$ cat src/fic_consts.svh
// constants of the float/integer conversion datapath
// assumes: included by its bare name wherever a number is needed
`ifndef FIC_CONSTS_SVH
`define FIC_CONSTS_SVH

// function codes 450..453
`define FIC_FN_W 9
`define FIC_FN_F2I16 9'h1c2
`define FIC_FN_F2I32 9'h1c3
`define FIC_FN_I162F 9'h1c4
`define FIC_FN_I322F 9'h1c5

// single-precision field layout
`define FIC_SIGN_BIT 31
`define FIC_EXP_HI 30
`define FIC_EXP_LO 23
`define FIC_FRAC_HI 22
`define FIC_FRAC_LO 0

// exponent values
`define FIC_EXP_ZERO 8'h00
`define FIC_EXP_ONES 8'hff
`define FIC_EXP_BIAS 8'h7f
`define FIC_EXP_UNIT 8'h96
`define FIC_EXP_LIM16 8'h8e
`define FIC_EXP_LIM32 8'h9e

// integer limits as magnitudes
`define FIC_MAG16_MAX 32'h0000_7fff
`define FIC_MAG16_MIN 32'h0000_8000

// normalisation
`define FIC_TOP_POS 5'h1f
`define FIC_RND_BIT 7

// reset values
`define FIC_WORD_RST 16'h0000
`define FIC_FLAG_RST 1'b0

`endif

$ cat src/fic_pkg.sv
// types of the float/integer conversion datapath
// assumes: fic_consts.svh holds the numbers
package fic_pkg;

   typedef enum logic [1:0] {
      FIC_OP_F2I16 = 2'b00,
      FIC_OP_F2I32 = 2'b01,
      FIC_OP_I162F = 2'b10,
      FIC_OP_I322F = 2'b11
   } fic_op_t;

endpackage

$ cat src/fic_float_int_converter.sv
// float/integer conversion datapath, one result per accepted request
// assumes: start, function code and operand words come from logic on clk_sys_i
//
// What this block does
// - code 450 turns the float word pair into a 16-bit signed result word.
// - code 451 turns the float word pair into a 32-bit signed word pair.
// - float to integer keeps the integer part, truncating toward zero.
// - 16-bit conversion flags error when the integer part exceeds signed 16 bits.
// - 32-bit conversion flags error when the integer part exceeds signed 32 bits.
// - not-a-number source flags error; with no range error either, the error flag is cleared.
// - float to integer sets equals when the integer result is zero.
// - float to integer copies the result's top bit into negative.
// - second word holds the upper half, for sources and 32-bit results.
// - code 452 turns a 16-bit signed word into a float word pair.
// - code 453 turns a 32-bit signed word pair into a float word pair.
// - integer to float sets equals only for zero exponent and zero fraction.
// - integer to float sets negative when the float result is negative.
// - magnitudes beyond 24 bits lose precision in the float result.
// - float is sign, 8-bit exponent biased 127, 23-bit fraction, hidden one.
// - not-a-number is all-ones exponent with nonzero fraction.
// - inexact integer-to-float results round to nearest, ties to an even last bit.
`timescale 1ns/10ps
`include "fic_consts.svh"

module fic_float_int_converter (
   // clock and reset
   input wire logic clk_sys_i,
   input wire logic arst_n_i,
   // request
   input wire logic start_i,
   input wire logic [`FIC_FN_W-1:0] func_code_i,
   input wire logic [15:0] src_lo_i,
   input wire logic [15:0] src_hi_i,
   // result words
   output logic [15:0] res_lo_o,
   output logic [15:0] res_hi_o,
   // condition flags
   output logic error_flag_o,
   output logic equals_flag_o,
   output logic negative_flag_o,
   // completion
   output logic done_o
);

   // ---------------- request decode ----------------
   wire logic hit_f2i16;
   wire logic hit_f2i32;
   wire logic hit_i162f;
   wire logic hit_i322f;
   wire logic code_ok;
   fic_pkg::fic_op_t op;

   assign hit_f2i16 = (func_code_i == `FIC_FN_F2I16);
   assign hit_f2i32 = (func_code_i == `FIC_FN_F2I32);
   assign hit_i162f = (func_code_i == `FIC_FN_I162F);
   assign hit_i322f = (func_code_i == `FIC_FN_I322F);
   assign code_ok = hit_f2i16 | hit_f2i32 | hit_i162f | hit_i322f;
   assign op = hit_f2i32 ? fic_pkg::FIC_OP_F2I32 :
               hit_i162f ? fic_pkg::FIC_OP_I162F :
               hit_i322f ? fic_pkg::FIC_OP_I322F :
                           fic_pkg::FIC_OP_F2I16;

   // the second source word is the upper half
   wire logic [31:0] src_pair;
   assign src_pair = {src_hi_i, src_lo_i};

   // ---------------- float source fields ----------------
   wire logic f_sign;
   wire logic [7:0] f_exp;
   wire logic [22:0] f_frac;
   wire logic [23:0] f_mant;
   wire logic f_nan;
   wire logic f_below_one;

   assign f_sign = src_pair[`FIC_SIGN_BIT];
   assign f_exp = src_pair[`FIC_EXP_HI:`FIC_EXP_LO];
   assign f_frac = src_pair[`FIC_FRAC_HI:`FIC_FRAC_LO];
   assign f_mant = {1'b1, f_frac};
   assign f_nan = (f_exp == `FIC_EXP_ONES) && (f_frac != 23'h000000);
   // zeros, denormals and anything under one truncate to zero
   assign f_below_one = (f_exp < `FIC_EXP_BIAS);

   // ---------------- float to integer magnitude ----------------
   // exponents above the 32-bit limit, and at it except for -2^31, are handled as range errors,
   // so the left shift never needs more than eight places
   wire logic shift_up;
   wire logic [7:0] up_amt;
   wire logic [7:0] dn_amt;
   wire logic [31:0] mag_up;
   wire logic [31:0] mag_dn;
   wire logic [31:0] f_mag;

   assign shift_up = (f_exp >= `FIC_EXP_UNIT);
   assign up_amt = 8'(f_exp - `FIC_EXP_UNIT);
   assign dn_amt = 8'(`FIC_EXP_UNIT - f_exp);
   assign mag_up = {8'h00, f_mant} << up_amt[3:0];
   // bits shifted out on the right are the fraction, simply dropped
   assign mag_dn = {8'h00, f_mant} >> dn_amt[4:0];
   assign f_mag = f_below_one ? 32'h0000_0000 :
                  shift_up ? mag_up : mag_dn;

   // ---------------- range checks ----------------
   // the negative limits are one step wider than the positive ones
   wire logic big32;
   wire logic neg_lim32;
   wire logic over32;
   wire logic over16;

   assign big32 = (f_exp >= `FIC_EXP_LIM32);
   assign neg_lim32 = f_sign && (f_exp == `FIC_EXP_LIM32) && (f_frac == 23'h000000);
   assign over32 = big32 && !neg_lim32;
   assign over16 = big32 ||
                   ((f_mag > `FIC_MAG16_MAX) &&
                    !(f_sign && (f_mag == `FIC_MAG16_MIN)));

   // ---------------- signed integer results ----------------
   wire logic [31:0] int32_val;
   wire logic [15:0] int16_val;
   wire logic err16;
   wire logic err32;

   assign int32_val = f_sign ? 32'(-f_mag) : f_mag;
   assign int16_val = int32_val[15:0];
   assign err16 = f_nan || over16;
   assign err32 = f_nan || over32;

   // ---------------- integer source ----------------
   // a 16-bit source is sign-extended so both widths share one path
   wire logic [31:0] i_val;
   wire logic i_sign;
   wire logic [31:0] i_mag;
   wire logic i_zero;

   assign i_val = (op == fic_pkg::FIC_OP_I162F) ?
                  {{16{src_lo_i[15]}}, src_lo_i} :
                  src_pair;
   assign i_sign = i_val[31];
   // the most negative input has magnitude 2^31, still fits unsigned
   assign i_mag = i_sign ? 32'(-i_val) : i_val;
   assign i_zero = (i_mag == 32'h0000_0000);

   // ---------------- leading one search ----------------
   logic [4:0] msb_pos;

   always_comb begin
      msb_pos = 5'h00;
      for (int i = 0; i < 32; i++) begin
         if (i_mag[i]) begin
            msb_pos = 5'(i);
         end
      end
   end

   // ---------------- normalise and round ----------------
   wire logic [4:0] norm_amt;
   wire logic [31:0] i_norm;
   wire logic rnd_guard;
   wire logic rnd_sticky;
   wire logic rnd_lsb;
   wire logic rnd_up;
   wire logic [24:0] mant_sum;
   wire logic mant_carry;
   wire logic [22:0] r_frac;
   wire logic [7:0] r_exp;
   wire logic [31:0] r_float;

   assign norm_amt = `FIC_TOP_POS - msb_pos;
   assign i_norm = i_mag << norm_amt;
   // only 24 significant bits survive; the rest decide the rounding
   assign rnd_guard = i_norm[`FIC_RND_BIT];
   assign rnd_sticky = |i_norm[`FIC_RND_BIT-1:0];
   assign rnd_lsb = i_norm[`FIC_RND_BIT+1];
   assign rnd_up = rnd_guard && (rnd_sticky || rnd_lsb);
   assign mant_sum = {1'b0, i_norm[31:8]} + {24'h000000, rnd_up};
   assign mant_carry = mant_sum[24];
   // a carry out leaves an all-zero fraction one exponent higher
   assign r_frac = mant_carry ? 23'h000000 : mant_sum[22:0];
   assign r_exp = i_zero ? `FIC_EXP_ZERO :
                  8'(`FIC_EXP_BIAS + {3'h0, msb_pos} + {7'h00, mant_carry});
   assign r_float = {i_sign, r_exp, r_frac};

   // ---------------- per-operation next values ----------------
   logic [15:0] res_lo_ff;
   logic [15:0] res_hi_ff;
   logic err_ff;
   logic eq_ff;
   logic neg_ff;
   logic done_ff;
   logic [15:0] nxt_res_lo;
   logic [15:0] nxt_res_hi;
   logic nxt_err;
   logic nxt_eq;
   logic nxt_neg;

   // a failed float-to-integer request leaves the result words untouched
   always_comb begin
      nxt_res_lo = res_lo_ff;
      nxt_res_hi = res_hi_ff;
      nxt_err = `FIC_FLAG_RST;
      nxt_eq = `FIC_FLAG_RST;
      nxt_neg = `FIC_FLAG_RST;
      case (op)
         fic_pkg::FIC_OP_F2I16: begin
            nxt_err = err16;
            if (!err16) begin
               nxt_res_lo = int16_val;
               nxt_eq = (int16_val == 16'h0000);
               nxt_neg = int16_val[15];
            end
         end
         fic_pkg::FIC_OP_F2I32: begin
            nxt_err = err32;
            if (!err32) begin
               nxt_res_lo = int32_val[15:0];
               nxt_res_hi = int32_val[31:16];
               nxt_eq = (int32_val == 32'h0000_0000);
               nxt_neg = int32_val[31];
            end
         end
         fic_pkg::FIC_OP_I162F, fic_pkg::FIC_OP_I322F: begin
            nxt_err = `FIC_FLAG_RST;
            nxt_res_lo = r_float[15:0];
            nxt_res_hi = r_float[31:16];
            nxt_eq = (r_exp == `FIC_EXP_ZERO) && (r_frac == 23'h000000);
            nxt_neg = r_float[`FIC_SIGN_BIT];
         end
         default: begin
            nxt_err = `FIC_FLAG_RST;
         end
      endcase
   end

   // ---------------- result registers ----------------
   wire logic take;

   // unknown function codes are ignored: no done, nothing changes
   assign take = start_i && code_ok;

   always_ff @(posedge clk_sys_i or negedge arst_n_i) begin
      if (!arst_n_i) begin
         res_lo_ff <= `FIC_WORD_RST;
         res_hi_ff <= `FIC_WORD_RST;
         err_ff <= `FIC_FLAG_RST;
         eq_ff <= `FIC_FLAG_RST;
         neg_ff <= `FIC_FLAG_RST;
         done_ff <= `FIC_FLAG_RST;
      end else begin
         done_ff <= take;
         if (take) begin
            res_lo_ff <= nxt_res_lo;
            res_hi_ff <= nxt_res_hi;
            err_ff <= nxt_err;
            eq_ff <= nxt_eq;
            neg_ff <= nxt_neg;
         end
      end
   end

   assign res_lo_o = res_lo_ff;
   assign res_hi_o = res_hi_ff;
   assign error_flag_o = err_ff;
   assign equals_flag_o = eq_ff;
   assign negative_flag_o = neg_ff;
   assign done_o = done_ff;

endmodule

$ cat config.mk
export PLATFORM = sky130hd
export DESIGN_NAME = fic_float_int_converter
export DESIGN_NICKNAME = d
export VERILOG_FILES = /design/src/fic_pkg.sv /design/src/fic_float_int_converter.sv
export VERILOG_INCLUDE_DIRS = /design/src
export SDC_FILE = /design/constraint.sdc
export NUM_CORES = 1
export LEC_CHECK = 0
export ABC_AREA = 1
export ABC_CLOCK_PERIOD_IN_PS = 1100
export BUFFER_PORTS_ARGS = -buffer_cell sky130_fd_sc_hd__buf_2
export CORE_MARGIN = 2
export CORE_UTILIZATION = 63
export DETAILED_ROUTE_END_ITERATION = 10
export PLACE_DENSITY = 0.92
export SLEW_MARGIN = 20
export SYNTH_ARGS = -nofsm -noshare
export SYNTH_HDL_FRONTEND = slang
export SYNTH_SLANG_ARGS = --single-unit
$ cat constraint.sdc
create_clock -name clk_sys_i -period 1.1 [get_ports clk_sys_i]
set_input_delay 0.22 -clock clk_sys_i [delete_from_list [all_inputs] [get_ports clk_sys_i]]
set_output_delay 0.22 -clock clk_sys_i [all_outputs]
set_load 0.005 [all_outputs]
==> results of run 1 <==
[cell families after synthesis]
family                     count (synthesis)  share of synthesized area, %
muxes                                      3                         0.314
and+or+nand+nor                         1123                          52.3
AOI/OAI and AO/OA                        312                          18.5
buffers and inverters                    279                          12.4
adders and majority gates                 12                          1.57
xor gates and xnor gates                  58                          5.54
DFF                                       36                          9.41
[through the flow]
| stage | TNS, ps | cells |
|---|---|---|
| 2_1_floorplan | -108790 | 1823 |
| 3_5_place_dp | -159000 | 2514 |
| 3_3_place_gp | -128780 | 2514 |
==> results.md, run 1 <==
Status:
- The flow did not finish.
- Progress stopped at clock tree synthesis (4_1_cts).
- The first error in the log reads "[ERROR DPL-0038] Utilization greater than 100%, impossible to legalize".

Logic synthesis:
- The total nets after synthesis is between 1500 and 2000.
- In this run, synthesis inferred 0 flip-flops with an integrated enable.
- Synthesis inferred 36 register bits.
- Sequential elements use 9.41% of the synthesized area.
- The count of synthesis-stage warnings from yosys is 0.
- The average size of a mapped cell is roughly 5.3 um2.
- The leading register cell type out of synthesis is dfrtp_1.
- Counting instances in the post-synthesis netlist gives the leading cell types as 537 x nand2_1, 258 x nand3_1, 199 x nor2_1.
- In the synthesized netlist the async set-or-reset flop fraction comes to between 90% and 100%.
- The synthesized instance count is around 1800.
- By instance count, the leading cell after synthesis is nand2_1.
- Summed over all instances, the cell type with the most area after synthesis is nand2_1.
- Sorting the synthesized cells by area gives the leading types as nand2_1 21%, nand3_1 13%, dfrtp_1 9.4%.
- The synthesized design devotes to its leading area cell type between 20% and 30% of total area.
- The unique cell type count in the Yosys netlist is between 50 and 60.
- After synthesis the cells add up to around 0.0096 mm2.

Place:
- The number of buffers inserted by port buffering is 79.
- The post-detailed-placement half-perimeter wirelength is roughly 45 mm.
- The instance area after placement is approximately 0.014 mm2.
- The congestion estimate from routability-driven global placement came to about 1.2.
- OpenSTA, run right after detailed placement, puts the worst setup slack at -5320 ps.

Floorplan:
- Measured along the x axis, the die boundary spans 127 um.
- The number of I/O pins is 80.
- The total number of placement rows is 45.
- For this configuration, the core starts out at a cell density of between 60% and 70%.
- The floorplan step set the die height to about 130 um.

Clock tree:
- After clock tree synthesis, the flow added hold-fix buffers numbering 1.
- Once the clock tree was built, the resizer swapped 428 gates to a different size.
- In this run, CTS created clock tree buffers numbering 5.
- Clock tree synthesis found a total of 36 sinks.
- Counting along the longest clock path gives a buffer depth of 2.
- CTS placed an instance of clkbuf_16 at the clock tree root.
- The H-tree generated during clock tree synthesis spans 2 levels.
- The number of setup buffers added after CTS is approximately 100.
==> run 2: changes to the inputs <==
--- a/config.mk
+++ b/config.mk
@@ -10,9 +10,9 @@
 export ABC_CLOCK_PERIOD_IN_PS = 1100
 export BUFFER_PORTS_ARGS = -buffer_cell sky130_fd_sc_hd__buf_2
 export CORE_MARGIN = 2
-export CORE_UTILIZATION = 63
+export CORE_UTILIZATION = 40
 export DETAILED_ROUTE_END_ITERATION = 10
-export PLACE_DENSITY = 0.92
+export PLACE_DENSITY_LB_ADDON = 0.15
 export SLEW_MARGIN = 20
 export SYNTH_ARGS = -nofsm -noshare
 export SYNTH_HDL_FRONTEND = slang
==> results.md, run 2 <==
Status:
- The flow ran to the end, but the final reports show violations.
- The final reports fail on negative setup slack.

Place:
- The post-detailed-placement half-perimeter wirelength is 37.0 mm (-17%).
- The number of buffers inserted by port buffering is 79 (unchanged).
- The weighted congestion at the end of routability-driven global placement is 1.02 (-14%).
- The number of placed instances, taps included was 2692 (+7.1%).

Setup path:
- The start of the worst register-to-register path is equals_flag_o$_DFFE_PN0P_.
- The type of element capturing the critical path is a flip-flop.
- On the worst path, the slowest cell contributes a delay of about 260 ps.
- The critical path arrival is between 5000 and 6000 ps.
- The worst register-to-register path has a depth of 3.
- The endpoint of the most critical register-to-register path is equals_flag_o$_DFFE_PN0P_.
- The endpoint of the worst setup timing path is equals_flag_o$_DFFE_PN0P_.
- The most critical setup path has its startpoint at func_code_i[5].
- Among all stages on the critical path, the largest delay is contributed by buf_4.
- The worst setup path is launched from a primary input.
- The cell repeated most along the worst path is nand2_1.
- For the worst setup path, the data required time is about 1300 ps.
- Setup slack on the worst reg-to-reg path comes out at around 190 ps.
- Along the worst path, the maximum fanout reaches 18.
- The critical path is of the primary input to flip-flop type.

Logic synthesis:
- The count of synthesis-stage warnings from yosys is 0 (unchanged).
- The top cell type's share of synthesized area is 21.0% (unchanged).
- The register bit count reported by yosys was 36 (unchanged).
- Sorting the synthesized cells by area gives the leading types as nand2_1 21%, nand3_1 13%, dfrtp_1 9.4%.
- In the synthesized netlist, the cells that appear most often are 537 x nand2_1, 258 x nand3_1, 199 x nor2_1.
- The synthesized instance count is 1823 (unchanged).
- The number of enable flip-flop cells after synthesis is 0 (unchanged).
- Among all flip-flop cells after synthesis, the most frequent one is dfrtp_1.
- The post-synthesis instance area came to 0.00958 mm2 (unchanged).
- The fraction of registers with async set/reset is 100% (unchanged).
- The total nets after synthesis is 1879 (unchanged).
- The average size of a mapped cell came to 5.25 um2 (unchanged).
- The unique cell type count in the Yosys netlist is 56 (unchanged).
- nand2_1 is the most common cell in the netlist.
- The cell type with the largest total area after synthesis is nand2_1.
- The share of synthesized area occupied by flip-flops and latches was 9.41% (unchanged).

Final layout:
- Compared with the post-synthesis result, the final layout area differs by 80.3%.
- The area of the multi-input gates is ~0.0093 mm2.
- The library cell used most frequently in the layout, excluding fill and tap cells, is buf_4.
- Cells with a size suffix above 1 make up 47.0% of the layout.
- Cells fill about three quarters of the core in the end.
- The top cell types in the final layout, fill and taps aside, are 608 x buf_4, 444 x nand2_1, 164 x nor2_1, 161 x nand3_1, 142 x inv_1.
- For this run, the post-layout net count is around 2500.
- The sequential cell area in the final layout is about 900 um2.
- Fill cells in the final layout number a little under 2000.
- For this run, the number of standard cells in the final layout without fillers is between 2000 and 3000.

Detailed routing:
- For this run, the detailed router's first-pass iteration total came to 8.
- After detailed routing, the number of remaining DRC violations is 0.
- The per-cell via count in the routed design is 5.40.
- The final antenna-violating net count is 0.
- The via count is between 15000 and 20000.
- The routed wire length per instance is between 15 and 20 um.
- The routed wire length is 48.3 mm.
- The detailed router's first-iteration violation count is around 1400.

Clock tree:
- The maximum root-to-sink buffer count was 2 (unchanged).
- The clock-pin slew of the registers on the worst-case setup and hold paths is ~50 ps.
- The clock tree from TritonCTS is done.
- The clock reaches the later pin of the worst-skew pair after about 280 ps.
- Clock tree synthesis selected as its root buffer the cell clkbuf_16.
- The clock buffer count from CTS is 5 (unchanged).
- The H-tree depth was 2 (unchanged).
- The CTS sink count was 36 (unchanged).

Global routing:
- The total overflow left after global routing is 0.
- The maximum number of pins on one net before global-route repair is 37.
- Global routing consumed, over all layers together, approximately 36% of the routing resources.
- The initial antenna violation count is 1.
- The first global-routing pass estimated 74.8 mm of wire.
- The via count of the first global-routing pass was between 10000 and 15000.

STA:
- After layout, the worst path uses 469% of the clock period.
- Setup violations remaining at the end of the flow were counted as 36.
- Setup repair after global routing could not meet its margin everywhere.
- The time the final worst path needs with I/O delays and setup is between 5000 and 6000 ps.
- The worst clock skew is 0 ps.
- For the pin with the worst max-slew slack, the measured transition is about 760 ps.
- The highest clock frequency the design can meet is between 0.15 and 0.2 GHz.
- In the post-route analysis, the smallest setup slack over all paths is -4060 ps.
- Headroom to the max-slew limit came out at between 40% and 50%.
- The number of slew-limit violations in the final report came to 0.
- The number of hold violations in the final report is 0.

Floorplan:
- The starting utilization of the core area was 40.8% (-23 points).
- The number of I/O pins is 80 (unchanged).
- The core region is roughly 0.023 mm2.
- The width of the die is 159 um (+25%).
- The total number of placement rows came to 56 (+24%).
- The area enclosed by the die boundary is about 0.025 mm2.
- The die height was 159 um (+25%).

Power and ir drop:
- The largest voltage drop on the vdd net is roughly 0.59 mV.
- For this design the static power due to leakage is 8.96 nW.
- The total power per unit cell area is just over 800 mW/mm2.

Min path:
- In this run the worst hold path is classified as primary input to asynchronous set/reset pin.

Flow run:
- Max-cap violations in this run came to 0.
## run 2: cell counts after synthesis
Identical to the previous run, type by type.
## run 2: worst max-delay path, delay by kind of cell
kind            cells  cell delay [ps]
simple gates       28             2870
xor+xnor            1              170
compound gates      3              330
fa+ha+maj           1              220
buf+inv            13             1520
## run 2: layout make-up
type                    count  share of cell area (%)
multi-input cells        1510                    53.8
repair buffers            740                    33.4
flip-flops and latches     36                    5.22
inverters                 190                    4.49
well taps                 319                    2.31
clock buffers               6                   0.746
clock inverters             1                  0.0290
diodes                      1                  0.0145
## run 2: worst min-delay path by stage
stage	to	slack (ps)	cells after the start
6_report	res_lo_o[5]$_DFFE_PN0P_	430	3
5_1_grt	res_lo_o[12]$_DFFE_PN0P_	450	3
4_1_cts	res_lo_o[12]$_DFFE_PN0P_	440	3
3_5_place_dp	res_lo_o[12]$_DFFE_PN0P_	200	2
3_3_place_gp	res_lo_o[12]$_DFFE_PN0P_	190	2
2_1_floorplan	done_o$_DFF_PN0_	-80	0
## run 2: repair_timing
item                                   CTS  global route
endpoints found under the hold margin   36             0
hold buffers                             1             0
setup endpoints to repair               36            36
cloned                                   3             1
setup buffers                           77            31
pin swaps                               48           103
gates resized for setup                210           291
## run 2: cell families after synthesis
group | synth area share (%)
adders and majority gates | 1.57
buffers and inverters | 12.4
DFF | 9.41
and+or+nand+nor | 52.3
xor gates and xnor gates | 5.54
muxes | 0.314
AOI/OAI and AO/OA | 18.5
## run 2: layer usage
layer  wire length (um)  up-vias  track usage [%]
met4               2410        0             16.1
met5                  0        -                0
met2              23600      656             64.4
li1                   -     7333                -
met3               2720      169             1.96
met1              19600     6970             44.6
## run 2: power breakdown
part           internal, mW  switching, mW  leakage [nW]
clock network         0.823          0.517        0.0667
registers              1.34         0.0137         0.496
logic                  5.33           6.28          8.40
## run 2: stage by stage
stage / setup TNS, ps / setup WS, ps / total power [mW] / hold WS (ps) / cell area (um2)
floorplan: -108790 / -3790 / 5.88 / -75.6 / 9840
global placement: -137390 / -4370 / 10.5 / 193 / 14400
detailed placement: -141740 / -4470 / 10.6 / 197 / 14400
CTS: -123730 / -3920 / 12.9 / 441 / 15900
global route: -144010 / -4630 / 15.2 / 452 / 17300
finish: -127920 / -4060 / 14.3 / 428 / 17300
Note: power is estimated with default switching activity, not from simulation.
